--- config.mk ---
export PLATFORM = sky130hd
export DESIGN_NAME = bus_command_generator
export DESIGN_NICKNAME = d
export VERILOG_FILES = /design/src/hdl/bus_cmd_pkg.sv /design/src/hdl/bus_command_generator.sv /design/src/hdl/sync2.sv
export VERILOG_INCLUDE_DIRS = /design/src /design/src/hdl
export SDC_FILE = /design/constraint.sdc
export NUM_CORES = 1
export LEC_CHECK = 0
export BUFFER_PORTS_ARGS = -buffer_cell sky130_fd_sc_hd__buf_4
export CAP_MARGIN = 25
export CORE_MARGIN = 10
export CORE_UTILIZATION = 30
export DETAILED_ROUTE_END_ITERATION = 6
export GPL_TIMING_DRIVEN = 0
export SYNTH_ARGS = -nofsm -noshare
export SYNTH_HDL_FRONTEND = slang
export SYNTH_HIERARCHICAL = 1
export SYNTH_SLANG_ARGS = --single-unit
--- constraint.sdc ---
create_clock -name core_clk -period 5.05 [get_ports core_clk]
set_clock_uncertainty 0.15 [all_clocks]
set_input_delay 1.01 -clock core_clk [delete_from_list [all_inputs] [get_ports core_clk]]
set_output_delay 1.01 -clock core_clk [all_outputs]
set_load 0.02 [all_outputs]
--- src/hdl/bus_cmd_consts.svh ---
`ifndef BUS_CMD_CONSTS_SVH
`define BUS_CMD_CONSTS_SVH

// status codes on cpu_status_lines, bit 2 is the first printed line
`define STAT_IRQ_ACK 3'h0
`define STAT_IO_RD 3'h1
`define STAT_IO_WR 3'h2
`define STAT_HALT 3'h3
`define STAT_CODE 3'h4
`define STAT_MEM_RD 3'h5
`define STAT_MEM_WR 3'h6
`define STAT_PASSIVE 3'h7

// grant settle time and clock period
`define GRANT_DELAY_NS 85
`define CLK_PERIOD_NS 10
`define GRANT_DELAY_CYC ((`GRANT_DELAY_NS + `CLK_PERIOD_NS - 1) / `CLK_PERIOD_NS)
`define GRANT_CNT_W 4

`endif

--- src/hdl/bus_cmd_pkg.sv ---
package bus_cmd_pkg;

    typedef enum logic [3:0] {
        ST_IDLE = 4'h1,
        ST_ADDR = 4'h2,
        ST_CMD = 4'h4,
        ST_HOLD = 4'h8
    } cycle_state_t;

    typedef enum logic [2:0] {
        K_NONE = 3'h0,
        K_IO = 3'h1,
        K_MEM = 3'h2,
        K_ACK = 3'h3
    } cmd_kind_t;

endpackage : bus_cmd_pkg

--- src/hdl/bus_command_generator.sv ---
`timescale 1ns/1ps
`include "bus_cmd_consts.svh"
// Behaviour
// (RL1) 000 ack, 001 io read, 010 io write plus early io write, 110 mem write both.
// (RL2) 011 and 111 give nothing; 100 and 101 give memory read.
// (RL3) processor holds status all high when no bus cycle runs.
// (RL4) every output is timed from the core clock.
// (RL5) address strobe active high; latches capture on its falling edge.
// (RL6) transceiver enable active high during transfers.
// (RL7) direction high for writes, low for reads.
// (RL8) commands enabled no sooner than 85 ns after bus grant goes low.
// (RL9) bus grant going inactive releases command drivers at once.
// (RL10) in io-bus mode bus grant does not affect io commands.
// (RL11) qualifier low forces commands and data enables inactive.
// (RL12) strap high selects io-bus mode, low selects system-bus mode.
// (RL13) early io write is active low with read timing.
// (RL14) early memory write is active low with read timing.
// (RL15) memory and io read and write commands are active low.
// (RL16) interrupt acknowledge is active low.
// (RL17) strap low: dual pin is active-high cascade enable in ack cycles.
// (RL18) strap high: dual pin is active-low peripheral data enable.
// (RL19) io-bus mode: io commands and ack always enabled.
// (RL20) io-bus mode: io command starts at once with peripheral enable.
// (RL21) io-bus mode: memory commands still wait for bus grant.
// (RL22) system-bus mode: all commands wait for bus grant.
// (RL23) arbiter drives bus grant low only when the bus is free.
// (RL24) io commands must not drive the system bus in io-bus mode.
// (RL25) qualifier low holds commands driven inactive, not released.
// (RL26) address strobe pulses every machine cycle, latching status.
// (RL27) outside logic masks cascade enable in the first ack cycle.
// (RL28) cycle starts when status leaves passive, ends on return to it.
module bus_command_generator
    import bus_cmd_pkg::*;
#(
    parameter int GRANT_CYC = `GRANT_DELAY_CYC
) (
    // clock and reset
    input wire logic core_clk,
    input wire logic resetn,
    // processor side
    input wire logic [2:0] cpu_status_lines,
    // arbitration and qualifiers
    input wire logic bus_grant_n,
    input wire logic cmd_qualifier,
    input wire logic io_bus_strap,
    // command outputs, oe low while driving
    output logic mem_rd_n,
    output logic mem_wr_n,
    output logic early_mem_wr_n,
    output logic io_rd_n,
    output logic io_wr_n,
    output logic early_io_wr_n,
    output logic irq_ack_n,
    output logic mem_cmd_oe_n,
    output logic io_cmd_oe_n,
    // control outputs
    output logic addr_strobe,
    output logic xcvr_enable,
    output logic xfer_direction,
    output logic cascade_or_periph_en
);
    logic [2:0] stat_s;
    logic grant_n_s;
    logic qual_s;
    logic strap_s;
    cycle_state_t state_reg;
    logic [2:0] code_reg;
    logic [`GRANT_CNT_W-1:0] grant_cnt_reg;
    logic granted;
    logic io_mode;
    cmd_kind_t kind;
    logic is_write;
    logic kind_ok;
    logic active;
    logic late;
    logic new_cycle;
    logic stat_write;
    logic want_mem_rd;
    logic want_mem_wr;
    logic want_early_mem_wr;
    logic want_io_rd;
    logic want_io_wr;
    logic want_early_io_wr;
    logic want_irq_ack;

    sync2 #(.WIDTH(3), .INIT(3'h7)) u_sync_stat (
        .core_clk(core_clk), .resetn(resetn), .d(cpu_status_lines), .q(stat_s));
    sync2 #(.WIDTH(3), .INIT(3'h5)) u_sync_ctl (
        .core_clk(core_clk), .resetn(resetn),
        .d({bus_grant_n, cmd_qualifier, io_bus_strap}),
        .q({grant_n_s, qual_s, strap_s}));

    assign io_mode = strap_s; // RL12

    // decode of latched status
    always_comb begin
        kind = K_NONE;
        is_write = 1'b0;
        case (code_reg)
            `STAT_IRQ_ACK: kind = K_ACK; // RL1
            `STAT_IO_RD: kind = K_IO; // RL1
            `STAT_IO_WR: begin
                kind = K_IO; // RL1
                is_write = 1'b1;
            end
            `STAT_CODE, `STAT_MEM_RD: kind = K_MEM; // RL2
            `STAT_MEM_WR: begin
                kind = K_MEM; // RL1
                is_write = 1'b1;
            end
            default: kind = K_NONE; // RL2
        endcase
    end

    // grant settle counter, held clear while synced grant is high, counts once it goes low
    always_ff @(posedge core_clk or negedge resetn) begin
        if (!resetn) begin
            grant_cnt_reg <= '0;
        end else if (grant_n_s) begin
            grant_cnt_reg <= '0; // RL9
        end else if (grant_cnt_reg < GRANT_CYC[`GRANT_CNT_W-1:0]) begin
            grant_cnt_reg <= grant_cnt_reg + 1'b1; // RL8
        end
    end
    assign granted = !grant_n_s && (grant_cnt_reg >= GRANT_CYC[`GRANT_CNT_W-1:0]); // RL8

    // io and ack bypass grant in io-bus mode, memory never does
    always_comb begin
        kind_ok = granted; // RL22
        if (io_mode && (kind == K_IO || kind == K_ACK)) begin
            kind_ok = 1'b1; // RL10 RL19 RL20
        end else if (kind == K_MEM) begin
            kind_ok = granted; // RL21
        end
    end

    // machine cycle sequencer
    always_ff @(posedge core_clk or negedge resetn) begin
        if (!resetn) begin
            state_reg <= ST_IDLE;
        end else begin
            case (state_reg)
                ST_IDLE: begin
                    if (new_cycle) begin
                        state_reg <= ST_ADDR; // RL28
                    end
                end
                ST_ADDR: begin
                    state_reg <= ST_CMD;
                end
                ST_CMD: begin
                    state_reg <= ST_HOLD;
                end
                ST_HOLD: begin
                    if (stat_s == `STAT_PASSIVE) begin
                        state_reg <= ST_IDLE; // RL28
                    end
                end
                default: begin
                    state_reg <= ST_IDLE;
                end
            endcase
        end
    end

    // status latched with the address strobe
    always_ff @(posedge core_clk or negedge resetn) begin
        if (!resetn) begin
            code_reg <= `STAT_PASSIVE;
        end else if (new_cycle) begin
            code_reg <= stat_s; // RL26
        end else if (state_reg == ST_HOLD && stat_s == `STAT_PASSIVE) begin
            code_reg <= `STAT_PASSIVE; // RL28
        end
    end

    assign new_cycle = (state_reg == ST_IDLE) && (stat_s != `STAT_PASSIVE); // RL28
    assign stat_write = (stat_s == `STAT_IO_WR) || (stat_s == `STAT_MEM_WR); // RL7
    assign active = (state_reg == ST_CMD || state_reg == ST_HOLD) && stat_s != `STAT_PASSIVE
        && qual_s && kind_ok; // RL11 RL28
    assign late = active && state_reg == ST_HOLD;

    // per-command requests from the latched code
    assign want_mem_rd = active && kind == K_MEM && !is_write; // RL2
    assign want_early_mem_wr = active && kind == K_MEM && is_write; // RL14
    assign want_mem_wr = late && kind == K_MEM && is_write; // RL1
    assign want_io_rd = active && kind == K_IO && !is_write; // RL1
    assign want_early_io_wr = active && kind == K_IO && is_write; // RL13
    assign want_io_wr = late && kind == K_IO && is_write; // RL1
    assign want_irq_ack = active && kind == K_ACK; // RL16

    // address strobe one pulse per cycle
    always_ff @(posedge core_clk or negedge resetn) begin
        if (!resetn) begin
            addr_strobe <= 1'b0;
        end else begin
            addr_strobe <= new_cycle; // RL5 RL26
        end
    end

    // command strobes, driven inactive when qualifier is low
    always_ff @(posedge core_clk or negedge resetn) begin
        if (!resetn) begin
            mem_rd_n <= 1'b1;
        end else begin
            mem_rd_n <= !want_mem_rd; // RL15 RL4
        end
    end

    always_ff @(posedge core_clk or negedge resetn) begin
        if (!resetn) begin
            early_mem_wr_n <= 1'b1;
        end else begin
            early_mem_wr_n <= !want_early_mem_wr; // RL14
        end
    end

    always_ff @(posedge core_clk or negedge resetn) begin
        if (!resetn) begin
            mem_wr_n <= 1'b1;
        end else begin
            mem_wr_n <= !want_mem_wr; // RL15
        end
    end

    always_ff @(posedge core_clk or negedge resetn) begin
        if (!resetn) begin
            io_rd_n <= 1'b1;
        end else begin
            io_rd_n <= !want_io_rd; // RL15
        end
    end

    always_ff @(posedge core_clk or negedge resetn) begin
        if (!resetn) begin
            early_io_wr_n <= 1'b1;
        end else begin
            early_io_wr_n <= !want_early_io_wr; // RL13
        end
    end

    always_ff @(posedge core_clk or negedge resetn) begin
        if (!resetn) begin
            io_wr_n <= 1'b1;
        end else begin
            io_wr_n <= !want_io_wr; // RL15
        end
    end

    always_ff @(posedge core_clk or negedge resetn) begin
        if (!resetn) begin
            irq_ack_n <= 1'b1;
        end else begin
            irq_ack_n <= !want_irq_ack; // RL16
        end
    end

    // driver enables: released without grant except io in io-bus mode, kept on under qualifier low
    always_ff @(posedge core_clk or negedge resetn) begin
        if (!resetn) begin
            mem_cmd_oe_n <= 1'b1;
        end else begin
            mem_cmd_oe_n <= !granted; // RL9 RL25
        end
    end

    always_ff @(posedge core_clk or negedge resetn) begin
        if (!resetn) begin
            io_cmd_oe_n <= 1'b1;
        end else begin
            io_cmd_oe_n <= !(granted || io_mode); // RL10 RL19 RL25
        end
    end

    // transceiver enable, memory only in io-bus mode
    always_ff @(posedge core_clk or negedge resetn) begin
        if (!resetn) begin
            xcvr_enable <= 1'b0;
        end else begin
            xcvr_enable <= active && (kind == K_MEM || (!io_mode && kind != K_NONE)); // RL6 RL11
        end
    end

    // direction set with the strobe so the latch phase already sees it
    always_ff @(posedge core_clk or negedge resetn) begin
        if (!resetn) begin
            xfer_direction <= 1'b0;
        end else if (state_reg == ST_IDLE) begin
            xfer_direction <= new_cycle && stat_write; // RL7
        end else begin
            xfer_direction <= is_write; // RL7
        end
    end

    // dual pin: cascade pulse or peripheral enable
    always_ff @(posedge core_clk or negedge resetn) begin
        if (!resetn) begin
            cascade_or_periph_en <= 1'b0;
        end else if (io_mode) begin
            cascade_or_periph_en <= !(active && (kind == K_IO || kind == K_ACK)); // RL18 RL20
        end else begin
            cascade_or_periph_en <= new_cycle && (stat_s == `STAT_IRQ_ACK); // RL17
        end
    end
endmodule : bus_command_generator

--- src/hdl/sync2.sv ---
`timescale 1ns/1ps
// two-flop synchroniser for pin inputs
module sync2 #(
    parameter int WIDTH = 1,
    parameter logic [WIDTH-1:0] INIT = '0
) (
    input wire logic core_clk,
    input wire logic resetn,
    input wire logic [WIDTH-1:0] d,
    output logic [WIDTH-1:0] q
);
    logic [WIDTH-1:0] meta_reg;

    always_ff @(posedge core_clk or negedge resetn) begin
        if (!resetn) begin
            meta_reg <= INIT;
            q <= INIT;
        end else begin
            meta_reg <= d;
            q <= meta_reg;
        end
    end
endmodule : sync2

Yosys cells after proc, flatten, opt, wreduce, memory -nomap -nowiden
Index checks and enable logic that the tools add are counted.
{"block": "word_totals", "regBits": 36, "wordCells": 104}
{"block": "classes", "n_lt_le_gt_ge": 2, "add_sub_neg": 1, "n_reduce_logical": 51, "n_mux": 12, "eq_ne": 18}
{"op": "$logic_and 1x1->1", "count": 24}
{"op": "$mux 4", "count": 4}
{"op": "$pmux 4 s4", "count": 1}
{"op": "$eq 3x3->1 const B", "count": 5}
{"op": "$logic_not 1->1", "count": 13}
{"op": "$eq 3x2->1 const B", "count": 2}
{"op": "$logic_not 3->1", "count": 2}
{"op": "$mux 3", "count": 2}
{"op": "$pmux 2 s3", "count": 1}
{"op": "$logic_or 1x1->1", "count": 5}
{"op": "$add 4x1->4 const B", "count": 1}
{"op": "$eq 2x2->1 const B", "count": 2}
{"op": "$eq 4x1->1 const B", "count": 1}
{"op": "$eq 4x2->1 const B", "count": 1}
{"op": "$eq 4x3->1 const B", "count": 1}
{"op": "$eq 4x4->1 const B", "count": 1}
{"op": "$ge 4x4->1 const B", "count": 1}
{"op": "$lt 4x4->1 const B", "count": 1}
{"op": "$mux 1", "count": 4}
{"op": "$ne 2x2->1 const B", "count": 2}
{"op": "$reduce_bool 2->1", "count": 2}
{"op": "$reduce_or 2->1", "count": 2}
{"op": "$eq 3x1->1 const B", "count": 1}
{"op": "$ne 3x3->1 const B", "count": 1}
{"op": "4 further kinds", "count": 4}

Longest topological paths before layout
Gate-level depths: netlist of the first run.
{"block": "logic_depth", "ltp_word": 12, "mapped_depth": 5}

Modules after synthesis
Netlist of the first run, hierarchy kept.
{"mod": "bus_command_generator", "area_per_inst_um2": 1111.1, "cells_each": 101, "instances": 1, "seq_area_each_um2": 616.8}
{"mod": "sync2 (u_sync_stat)", "area_per_inst_um2": 157.7, "cells_each": 6, "instances": 1, "seq_area_each_um2": 157.7}
{"mod": "sync2 (u_sync_ctl)", "area_per_inst_um2": 155.1, "cells_each": 6, "instances": 1, "seq_area_each_um2": 155.1}

Least setup slack after synthesis of the first run
No wires, ideal clock.
{"block": "synth_path", "path_kind": "register -> output", "startpoint": "register early_io_wr_n", "endpoint": "output early_io_wr_n", "path_slack_ps": 3336, "arrival_time_ps": 554, "n_path_buf": 0, "path_stages_with_launch": 1, "cell_sequence": "dfstp_2"}
{"item": "start, declared", "line_no": "bus_command_generator.sv:52", "rtl": "output logic early_io_wr_n,"}
{"item": "start signal, assigned", "line_no": "bus_command_generator.sv:238", "rtl": "early_io_wr_n <= !want_early_io_wr;"}
No word-level cell between the ends.

Worst setup path after layout of the first run
{"block": "layout_path", "startpoint": "register mem_wr_n", "endpoint": "output mem_wr_n"}
{"item": "start, declared", "line_no": "bus_command_generator.sv:48", "rtl": "output logic mem_wr_n,"}
{"item": "start signal, assigned", "line_no": "bus_command_generator.sv:222", "rtl": "mem_wr_n <= !want_mem_wr;"}
No word-level cell between the ends.

==> out/metrics.csv, run 1 <==
stage,metric,value,unit
clock_tree,total CTS buffers,5,
sta,Max Freq,476,MHz
sta,Worst Tran Pin Value,0.761,ns
clock_tree,clk sinks,36,
sta,RSZ-0062 raised after global routing,false,
cells_and_area,"commonest non-fill, non-tap cell in the layout",dfstp_2,
route,met2 wire len,1220,µm
synth,Mapped Area,1420,µm²
clock_tree,post-CTS setup repair buffer count,0,
die,die span in y,88.9,µm
cells_and_area,Fill cells,464,
worst_setup_path,Critical Path Stages,1,
synth,Synth Instances,113,
synth,Synth Flop Type,dfstp_2,
worst_setup_path,Worst path max stage delay,0.52,ns
sta,max-slew violation count,0,
worst_setup_path,crit path max fanout,1,
die,Total Die Area,7900,µm²
synth,Post-synth EDFFs,0,
route,initial drt markers,42,
worst_setup_path,Top delay family on crit path,flip-flops,
worst_setup_path,kind of critical path,reg -> out,
pwr,P_leak,0.000730,µW
clock_tree,CTS tree,built,
die,num ports,21,
route,DRC violations left,0,
sta,# setup viols final,0,
route,top layer in use,met4,
synth,post-synth top area share,42.4,%
worst_setup_path,Worst Setup SP,mem_wr_n$_DFF_PN1_,
synth,Yosys cell types,35,
cells_and_area,Synth-to-Final Area Change,23.1,%
route,drt first pass iters,4,
worst_setup_path,endpoint class of the critical path,output pin,
worst_setup_path,end of the worst register-to-register path,xcvr_enable$_DFF_PN0_,
sta,final hold vios,0,
placement,gp weighted congestion,0.830,
cells_and_area,Final Net Count,151,
clock_tree,Clock Tree Root,clkbuf_8,
worst_setup_path,R2R Path Start,grant_cnt_reg[0]$_DFFE_PN0P_,
clock_tree,worst-skew pair later-pin latency,0.28,ns
route,Vias,963,
global_route,first-pass GRT wire length,4480,µm
worst_setup_path,crit start category,flip-flop,
worst_setup_path,crit-path cells,buf_4,
route,met1 wire length,1120,µm
die,Initial Utilization,30.6,%
pwr,pwr dens,474,nW/µm²
placement,port bufs,20,
pwr,maximum VDD drop,0.177,mV
worst_setup_path,crit path DAT,0.94,ns
sta,slew margin rel.,48.9,%
worst_setup_path,worst reg2reg path depth,5,
synth,Synth Warn #,6,
cells_and_area,most frequent cells in the layout,"23 x dfstp_2, 20 x buf_4, 13 x a21oi_1, 13 x dfrtp_1, 7 x inv_1",
synth,ys async rst share,100,%
synth,sequential share of the synthesized area,65.3,%
clock_tree,H-tree levels,2,
global_route,GRT Residual Overflow,0,
synth,Mapped Nets,124,
die,# rows,25,
sta,post-layout min period,2.10,ns
die,core area,4660,µm²
worst_setup_path,CP bufs+invs,1,
route,total wire length,2560,µm
route,drt wl/cell,13.1,µm
synth,top area cells in the synthesized netlist,"dfstp_2 42%, dfrtp_1 23%, a21oi_1 4.6%, ha_1 2.6%, nand2b_1 2.2%",
clock_tree,clk slew on worst S/H paths,0.07,ns
worst_setup_path,required time worst endpoint,3.89,ns
worst_setup_path,Critical Path Slowest Stage Cell,dfstp_2,
worst_hold_path,Hold Path Class,reg -> reg,
clock_tree,Post-CTS Hold Buffers,0,
sta,setup_tns,0,ns
clock_tree,clock tree buffer depth,2,
worst_hold_path,worst hold path depth,0,
cells_and_area,final core area utilization,37.6,%
synth,number of synthesized register bits,36,
route,met3 routed WL,178,µm
global_route,Total GRT Usage,7.32,%
worst_setup_path,Worst Setup EP,mem_wr_n,
worst_setup_path,R2R Setup Slk,3.26,ns
route,antenna-violating nets left,0,
job,max-cap viol count,0,
cells_and_area,Antenna Cells,0,
die,Chip Width,88.9,µm
clock_tree,post-cts gate resize count,0,
synth,post-synth top area cell,dfstp_2,
placement,HPWL after DPL,1860,µm
cells_and_area,layout cell share with drive strength beyond 1,40.4,%
status,outcome,"complete, no violations",
global_route,antenna violations before repair,0,
sta,Final Cycle Share,41.6,%
global_route,vias in the first global route,1011,
global_route,largest net degree at the start of global routing,37,
route,vias per cell,4.94,
synth,mean area per synthesized cell,12.6,µm²
[worst register-to-register path, stage by stage, from the launching register on]
cell and delay, ns:
dfrtp_1 0.44, inv_1 0.07, ha_1 0.21, nor3b_1 0.15, nor3_2 0.43, o2111a_1 0.28
[report_power, final]
group	switching, µW	total, µW	internal (µW)
sequential	43.7	390	346
combinational	115	196	81.2
clock	98.8	245	146
total	257	830	573
[metal layers]
metal  up-vias  GRT usage [%]
met5         -              0
met4         0           4.11
met3         5           3.46
met2        21           11.6
met1       475           7.86
li1        462              -
[cells in the mapped netlist, drive strengths merged, types with 3 or more instances]
cell	number
dfstp	23
a21oi	13
dfrtp	13
inv	7
nand2b	5
nand3	4
nor2	4
nor3	4
o21ai	4
and3	3
ha	3
nand4	3
o211ai	3
o22ai	3
[per-stage QoR]
| step | instances | setup slack, ns | instance area [µm²] | total power, µW | hold WS, ns |
|---|---|---|---|---|---|
| after floorplan | 113 | 3.34 | 1420 | 527 | 0.181 |
| after global placement | 187 | 3.26 | 1640 | 583 | 0.184 |
| after detailed placement | 187 | 3.25 | 1640 | 590 | 0.194 |
| after CTS | 195 | 2.93 | 1750 | 843 | 0.207 |
| after global routing | 195 | 2.91 | 1750 | 885 | 0.214 |
| final | 195 | 2.95 | 1750 | 830 | 0.206 |
[kinds of logic (layout without fill, tap and decap cells)]
logic type | Yosys count | count (layout) | share of synthesized area (%)
compound gates | 31 | 31 | 13.8
xor+xnor | 1 | 1 | 0.615
fa+ha+maj | 3 | 3 | 2.64
buf+inv | 10 | 38 | 2.72
flops | 36 | 36 | 65.3
simple gates | 32 | 32 | 14.9
[worst min path at each step]
stage	startpoint	to	slack [ns]
floorplan	u_sync_ctl/meta_reg[1]$_DFF_PN0_	u_sync_ctl/q[1]$_DFF_PN0_	0.18
global placement	u_sync_ctl/meta_reg[1]$_DFF_PN0_	u_sync_ctl/q[1]$_DFF_PN0_	0.18
detailed placement	u_sync_ctl/meta_reg[1]$_DFF_PN0_	u_sync_ctl/q[1]$_DFF_PN0_	0.19
CTS	u_sync_ctl/meta_reg[2]$_DFF_PN1_	u_sync_ctl/q[2]$_DFF_PN1_	0.21
global route	u_sync_stat/meta_reg[0]$_DFF_PN1_	u_sync_stat/q[0]$_DFF_PN1_	0.21
finish	u_sync_ctl/meta_reg[2]$_DFF_PN1_	u_sync_ctl/q[2]$_DFF_PN1_	0.21
[layout make-up]
type | instances | area, µm² | share of cell area [%]
buffer | 3 | 12.5 | 0.714
clock buffer | 5 | 68.8 | 3.93
clock inverter | 3 | 42.5 | 2.43
inverter | 7 | 26.3 | 1.50
multi-input combinational | 67 | 455 | 26.0
sequential | 36 | 930 | 53.0
tap | 54 | 67.6 | 3.85
timing repair buffer | 20 | 150 | 8.57
No activity file was read; power rests on OpenSTA's default activity.
==> run 2, diff against run 1 <==
Clock period 5.05 ns to 1.7 ns, I/O delays scaled along.
==> run 2 against run 1 <==
Compared with the run above: clock-buffer cell count is the same; die area is the same; highest routed layer unchanged; sequential power grew to 3.0 times the previous value; combinational power grew to 3.1 times the previous value; non-clock buffer count grew 11; sequential cell count is the same; cell area grew 6.9%; global-route usage grew 0.23 points; power grew to 3.0 times the previous value; setup slack lost 2.9 ns; core utilization grew 2.6 points; first-iteration DRC count shrank 21%.
==> out/metrics.csv, run 2 (synthesis results as in run 1) <==
stage,metric,value,unit
status,outcome,"complete, no violations",
sta,Final Cycle Share,94.7,%
route,vias per cell,4.89,
cells_and_area,final instance area,1870,µm²
worst_setup_path,Worst path max stage delay,0.39,ns
clock_tree,total CTS buffers,5,
worst_setup_path,crit start category,flip-flop,
cells_and_area,most frequent cells in the layout,"23 x dfstp_2, 23 x buf_4, 13 x a21oi_1, 12 x dfrtp_1",
placement,HPWL after DPL,1860,µm
sta,post-layout min period,1.61,ns
worst_setup_path,crit path max fanout,6,
pwr,P_leak,0.000787,µW
sta,RSZ-0062 raised after global routing,false,
global_route,first-pass GRT wire length,4630,µm
worst_hold_path,Hold Path Class,reg -> reg,
worst_setup_path,crit path DAT,1.66,ns
sta,# setup viols final,0,
placement,dpl cells,187,
global_route,vias in the first global route,1052,
die,die span in y,88.9,µm
global_route,GRT Residual Overflow,0,
sta,slew margin rel.,68.9,%
worst_setup_path,endpoint class of the critical path,flip-flop,
clock_tree,worst-skew pair later-pin latency,0.28,ns
route,total wire length,2660,µm
die,# rows,25,
cells_and_area,Synth-to-Final Area Change,31.6,%
worst_setup_path,crit-path cells,inv_1 -> ha_1 -> nor3b_2 -> nor3_4 -> buf_6 -> o2111ai_1,
clock_tree,clk slew on worst S/H paths,0.07,ns
sta,Worst Tran Pin Value,0.463,ns
worst_setup_path,kind of critical path,reg -> reg,
die,Chip Width,88.9,µm
cells_and_area,final core area utilization,40.2,%
route,initial drt markers,33,
die,num ports,21,
placement,Placed Area,1640,µm²
worst_setup_path,Worst Setup EP,io_rd_n$_DFF_PN1_,
pwr,Comb power frac,24.4,%
pwr,maximum VDD drop,0.502,mV
route,antenna-violating nets left,0,
worst_setup_path,Worst Setup SP,grant_cnt_reg[1]$_DFFE_PN0P_,
cells_and_area,Final Net Count,162,
route,Vias,1008,
die,core area,4660,µm²
clock_tree,CTS tree,built,
pwr,switch share,31.1,%
placement,gp weighted congestion,0.830,
die,Initial Utilization,30.6,%
cells_and_area,Fill cells,459,
worst_setup_path,Critical Path Slowest Stage Cell,dfrtp_1,
worst_setup_path,worst reg2reg path depth,6,
worst_setup_path,required time worst endpoint,1.75,ns
pwr,pwr dens,1330,nW/µm²
sta,final hold vios,0,
route,drt first pass iters,4,
pwr,P_int,1720,µW
job,max-cap viol count,0,
route,drt wl/cell,12.9,µm
cells_and_area,final cell count without fillers,206,
cells_and_area,Antenna Cells,0,
global_route,antenna violations before repair,0,
worst_setup_path,R2R Path Start,grant_cnt_reg[1]$_DFFE_PN0P_,
die,Total Die Area,7900,µm²
placement,port bufs,20,
global_route,Total GRT Usage,7.55,%
sta,max-slew violation count,0,
pwr,Sequential Power Share,46.6,%
pwr,net switching power figure,776,µW
worst_setup_path,R2R Setup Slk,0.09,ns
clock_tree,clock tree buffer depth,2,
sta,Max Freq,621,MHz
clock_tree,H-tree levels,2,
route,DRC violations left,0,
cells_and_area,layout cell share with drive strength beyond 1,42.1,%
clock_tree,clk sinks,36,
clock_tree,Clock Tree Root,clkbuf_8,
global_route,largest net degree at the start of global routing,37,
pwr,power share of the clock group,29.1,%
worst_setup_path,end of the worst register-to-register path,io_rd_n$_DFF_PN1_,
==> run 2: cell types whose count changed in the layout (fill, tap and decap cells not counted) <==
cell	change
nor3b_1	-1
dfrtp_1	-1
dlygate4sd3_1	+7
buf_4	+3
buf_6	+1
dfrtp_2	+1
nor3_4	+1
nor3_1	-1
nor3b_2	+1
==> run 2: area by class of cell <==
cell class / count / area [µm²] / area share (%)
flip-flops and latches: 36 / 931 / 49.7
multi-input cells: 67 / 472 / 25.2
repair buffers: 31 / 254 / 13.6
clock buffers: 5 / 68.8 / 3.67
well taps: 54 / 67.6 / 3.60
clock inverters: 3 / 42.5 / 2.27
inverters: 7 / 26.3 / 1.40
plain buffers: 3 / 12.5 / 0.668
==> run 2: what timing repair did <==
action                                 CTS  global route
setup buffers                            0             4
gates resized for setup                  2             3
endpoints found under the hold margin   19             0
hold buffers                             7             0
pin swaps                                0             1
setup endpoints to repair                8             7
==> run 2: worst min-delay path by stage <==
stage                                                 start                    endpoint  slack, ns  cells past startpoint
final                      u_sync_ctl/meta_reg[2]$_DFF_PN1_   u_sync_ctl/q[2]$_DFF_PN1_       0.21                      0
after global routing      u_sync_stat/meta_reg[0]$_DFF_PN1_  u_sync_stat/q[0]$_DFF_PN1_       0.21                      0
after CTS                  u_sync_ctl/meta_reg[2]$_DFF_PN1_   u_sync_ctl/q[2]$_DFF_PN1_       0.21                      0
after detailed placement                             resetn    xfer_direction$_DFF_PN0_       0.17                      1
after global placement                               resetn    xfer_direction$_DFF_PN0_       0.16                      1
after floorplan                                      resetn       addr_strobe$_DFF_PN0_      -0.11                      0
==> run 2: metal layers <==
layer / routed length, µm / GRT usage [%]
met2: 1280 / 12.3
met3: 175 / 3.46
met5: 0 / 0
met4: 51 / 4.11
met1: 1150 / 7.97
==> run 2: through the flow <==
stage	setup WS [ns]	TNS (ns)	total power (µW)	hold slack (ns)
2_1_floorplan	0.116	0	1570	-0.106
3_3_place_gp	-0.0690	-0.0722	1730	0.162
3_5_place_dp	-0.0963	-0.216	1750	0.166
4_1_cts	0.0356	0	2530	0.207
5_1_grt	0.000778	0	2660	0.214
6_report	0.0901	0	2500	0.206
==> run 2: worst max-delay path, delay by kind of cell, from the launching register on <==
family,cells,cell delay [ns]
and+or+nand+nor,2,0.47
DFF,1,0.39
buffers and inverters,2,0.23
adders and majority gates,1,0.20
AOI/OAI and AO/OA,1,0.10
==> run 2: power groups by stage <==
stage / registers, µW / logic (µW) / clock network, µW
after floorplan: 1170 / 396 / 0
after global placement: 1170 / 565 / 0
after detailed placement: 1170 / 581 / 0
after CTS: 1160 / 604 / 761
after global routing: 1190 / 674 / 799
final: 1160 / 609 / 727
==> run 3, diff against run 2 <==
Settings changed: CORE_UTILIZATION 30 to 45, CTS_BUF_LIST from default to sky130_fd_sc_hd__clkbuf_4 sky130_fd_sc_hd__clkbuf_8 sky130_fd_sc_hd__clkbuf_16, PLACE_DENSITY from default to 0.68.
==> run 3 against run 2 <==
Compared with the run above: sequential share of layout area up 1.5 points; critical path type unchanged; largest cell class unchanged; largest power group unchanged; die area is 26% lower; core utilization is 19 points higher; non-clock buffer count decreased by 1; setup slack lost 0.038 ns.
==> out/metrics.csv, run 3 (synthesis results as in run 1) <==
stage,metric,value,unit
global_route,Total GRT Usage,9.15,%
cells_and_area,Synth-to-Final Area Change,28.0,%
die,core area,3050,µm²
clock_tree,clk slew on worst S/H paths,0.10,ns
die,Initial Utilization,46.6,%
worst_setup_path,required time worst endpoint,1.79,ns
clock_tree,CTS tree,built,
global_route,largest net degree at the start of global routing,37,
worst_setup_path,R2R Path Start,state_reg[1]$_DFFE_PN0P_,
cells_and_area,Antenna Cells,0,
global_route,vias in the first global route,982,
sta,Max Freq,607,MHz
clock_tree,clk sinks,36,
pwr,pwr dens,1250,nW/µm²
sta,slew margin rel.,72.1,%
global_route,grt met2 use,13.3,%
sta,# setup viols final,0,
status,outcome,"complete, no violations",
worst_setup_path,crit start category,flip-flop,
die,Total Die Area,5810,µm²
pwr,P_leak,0.000770,µW
cells_and_area,"commonest non-fill, non-tap cell in the layout",dfstp_2,
worst_hold_path,worst hold start,u_sync_ctl/meta_reg[1]$_DFF_PN0_,
cells_and_area,final cell count without fillers,195,
clock_tree,total CTS buffers,5,
placement,dpl cells,177,
sta,final hold slack,0.207,ns
route,total wire length,2560,µm
placement,gp weighted congestion,0.738,
global_route,grt met3 use,4.95,%
cells_and_area,Final Net Count,161,
sta,RSZ-0062 raised after global routing,true,
die,# rows,20,
sta,max-slew violation count,0,
sta,setup_tns,0,ns
clock_tree,clock tree buffer depth,2,
global_route,antenna violations before repair,0,
placement,HPWL after DPL,1690,µm
cells_and_area,final core area utilization,59.7,%
worst_setup_path,endpoint class of the critical path,flip-flop,
route,initial drt markers,64,
global_route,met1 GRT Util,11.2,%
global_route,first-pass GRT wire length,4400,µm
route,drt wl/cell,13.1,µm
sta,post-layout min period,1.65,ns
global_route,GRT Residual Overflow,0,
route,DRC violations left,0,
cells_and_area,most frequent cells in the layout,"23 x dfstp_2, 22 x buf_4, 13 x a21oi_1, 11 x dfrtp_1",
clock_tree,H-tree levels,2,
worst_setup_path,Worst Setup SP,state_reg[1]$_DFFE_PN0P_,
clock_tree,Clock Tree Root,clkbuf_4,
die,die span in y,76.3,µm
global_route,GR peak layer,met2,
sta,Final Cycle Share,97.0,%
worst_setup_path,crit path DAT,1.74,ns
route,antenna-violating nets left,0,
cells_and_area,layout cell share with drive strength beyond 1,43.0,%
die,Chip Width,76.3,µm
die,num ports,21,
job,max-cap viol count,0,
worst_setup_path,crit path max fanout,5,
route,drt first pass iters,4,
pwr,final total power,2280,µW
clock_tree,worst-skew pair later-pin latency,0.33,ns
pwr,maximum VDD drop,0.747,mV
route,Vias,987,
sta,Worst Tran Pin Value,0.414,ns
worst_setup_path,kind of critical path,reg -> reg,
worst_hold_path,Hold Path Class,reg -> reg,
sta,final hold vios,0,
placement,port bufs,20,
route,vias per cell,5.06,
run 3: worst max-delay path, stage by stage, from the launching register on:
cell      delay, ns
dfrtp_2        0.45
or4b_4         0.53
nor3_4         0.28
o211ai_1       0.14
run 3: area by class of cell:
type	instances	area (µm²)
plain buffers	3	12.5
clock buffers	7	52.6
clock inverters	1	5.00
fillers	265	1230
inverters	7	26.3
multi-input cells	67	484
flip-flops and latches	36	932
well taps	44	55.1
repair buffers	30	255
run 3: worst paths after layout:
kind	endpoint	slack [ns]	cells past startpoint
worst max-delay path	io_wr_n$_DFF_PN1_	0.05	3
worst min-delay path	u_sync_ctl/q[1]$_DFF_PN0_	0.21	0
worst max register to register	io_wr_n$_DFF_PN1_	0.05	3
worst min register to register	u_sync_ctl/q[1]$_DFF_PN0_	0.21	0
max in group asynchronous	mem_cmd_oe_n$_DFF_PN1_	0.74	2
min in group asynchronous	xfer_direction$_DFF_PN0_	0.32	2
run 3: stage by stage:
step / area, µm² / setup WS, ns
floorplan: 1420 / 0.116
global placement: 1630 / -0.0370
detailed placement: 1630 / -0.0627
CTS: 1770 / 0.0404
global route: 1820 / -0.0234
finish: 1820 / 0.0518
run 3: repair_timing:
action,in CTS,in global routing
hold endpoints to repair,19,0
resized for setup,2,6
pin swaps,0,3
hold buffers,7,0
cloned,0,0
endpoints found under the setup margin,8,8
buffers inserted,0,3
run 3: metal layers:
| layer | vias up | wire length [µm] |
|---|---|---|
| met1 | 472 | 1210 |
| met2 | 27 | 1150 |
| met4 | 0 | 37 |
| li1 | 483 | - |
| met5 | - | 0 |
| met3 | 5 | 155 |
run 3: where the power goes:
group          switching (µW)  internal, µW
registers                 133          1030
clock network             258           193
logic                     368           297
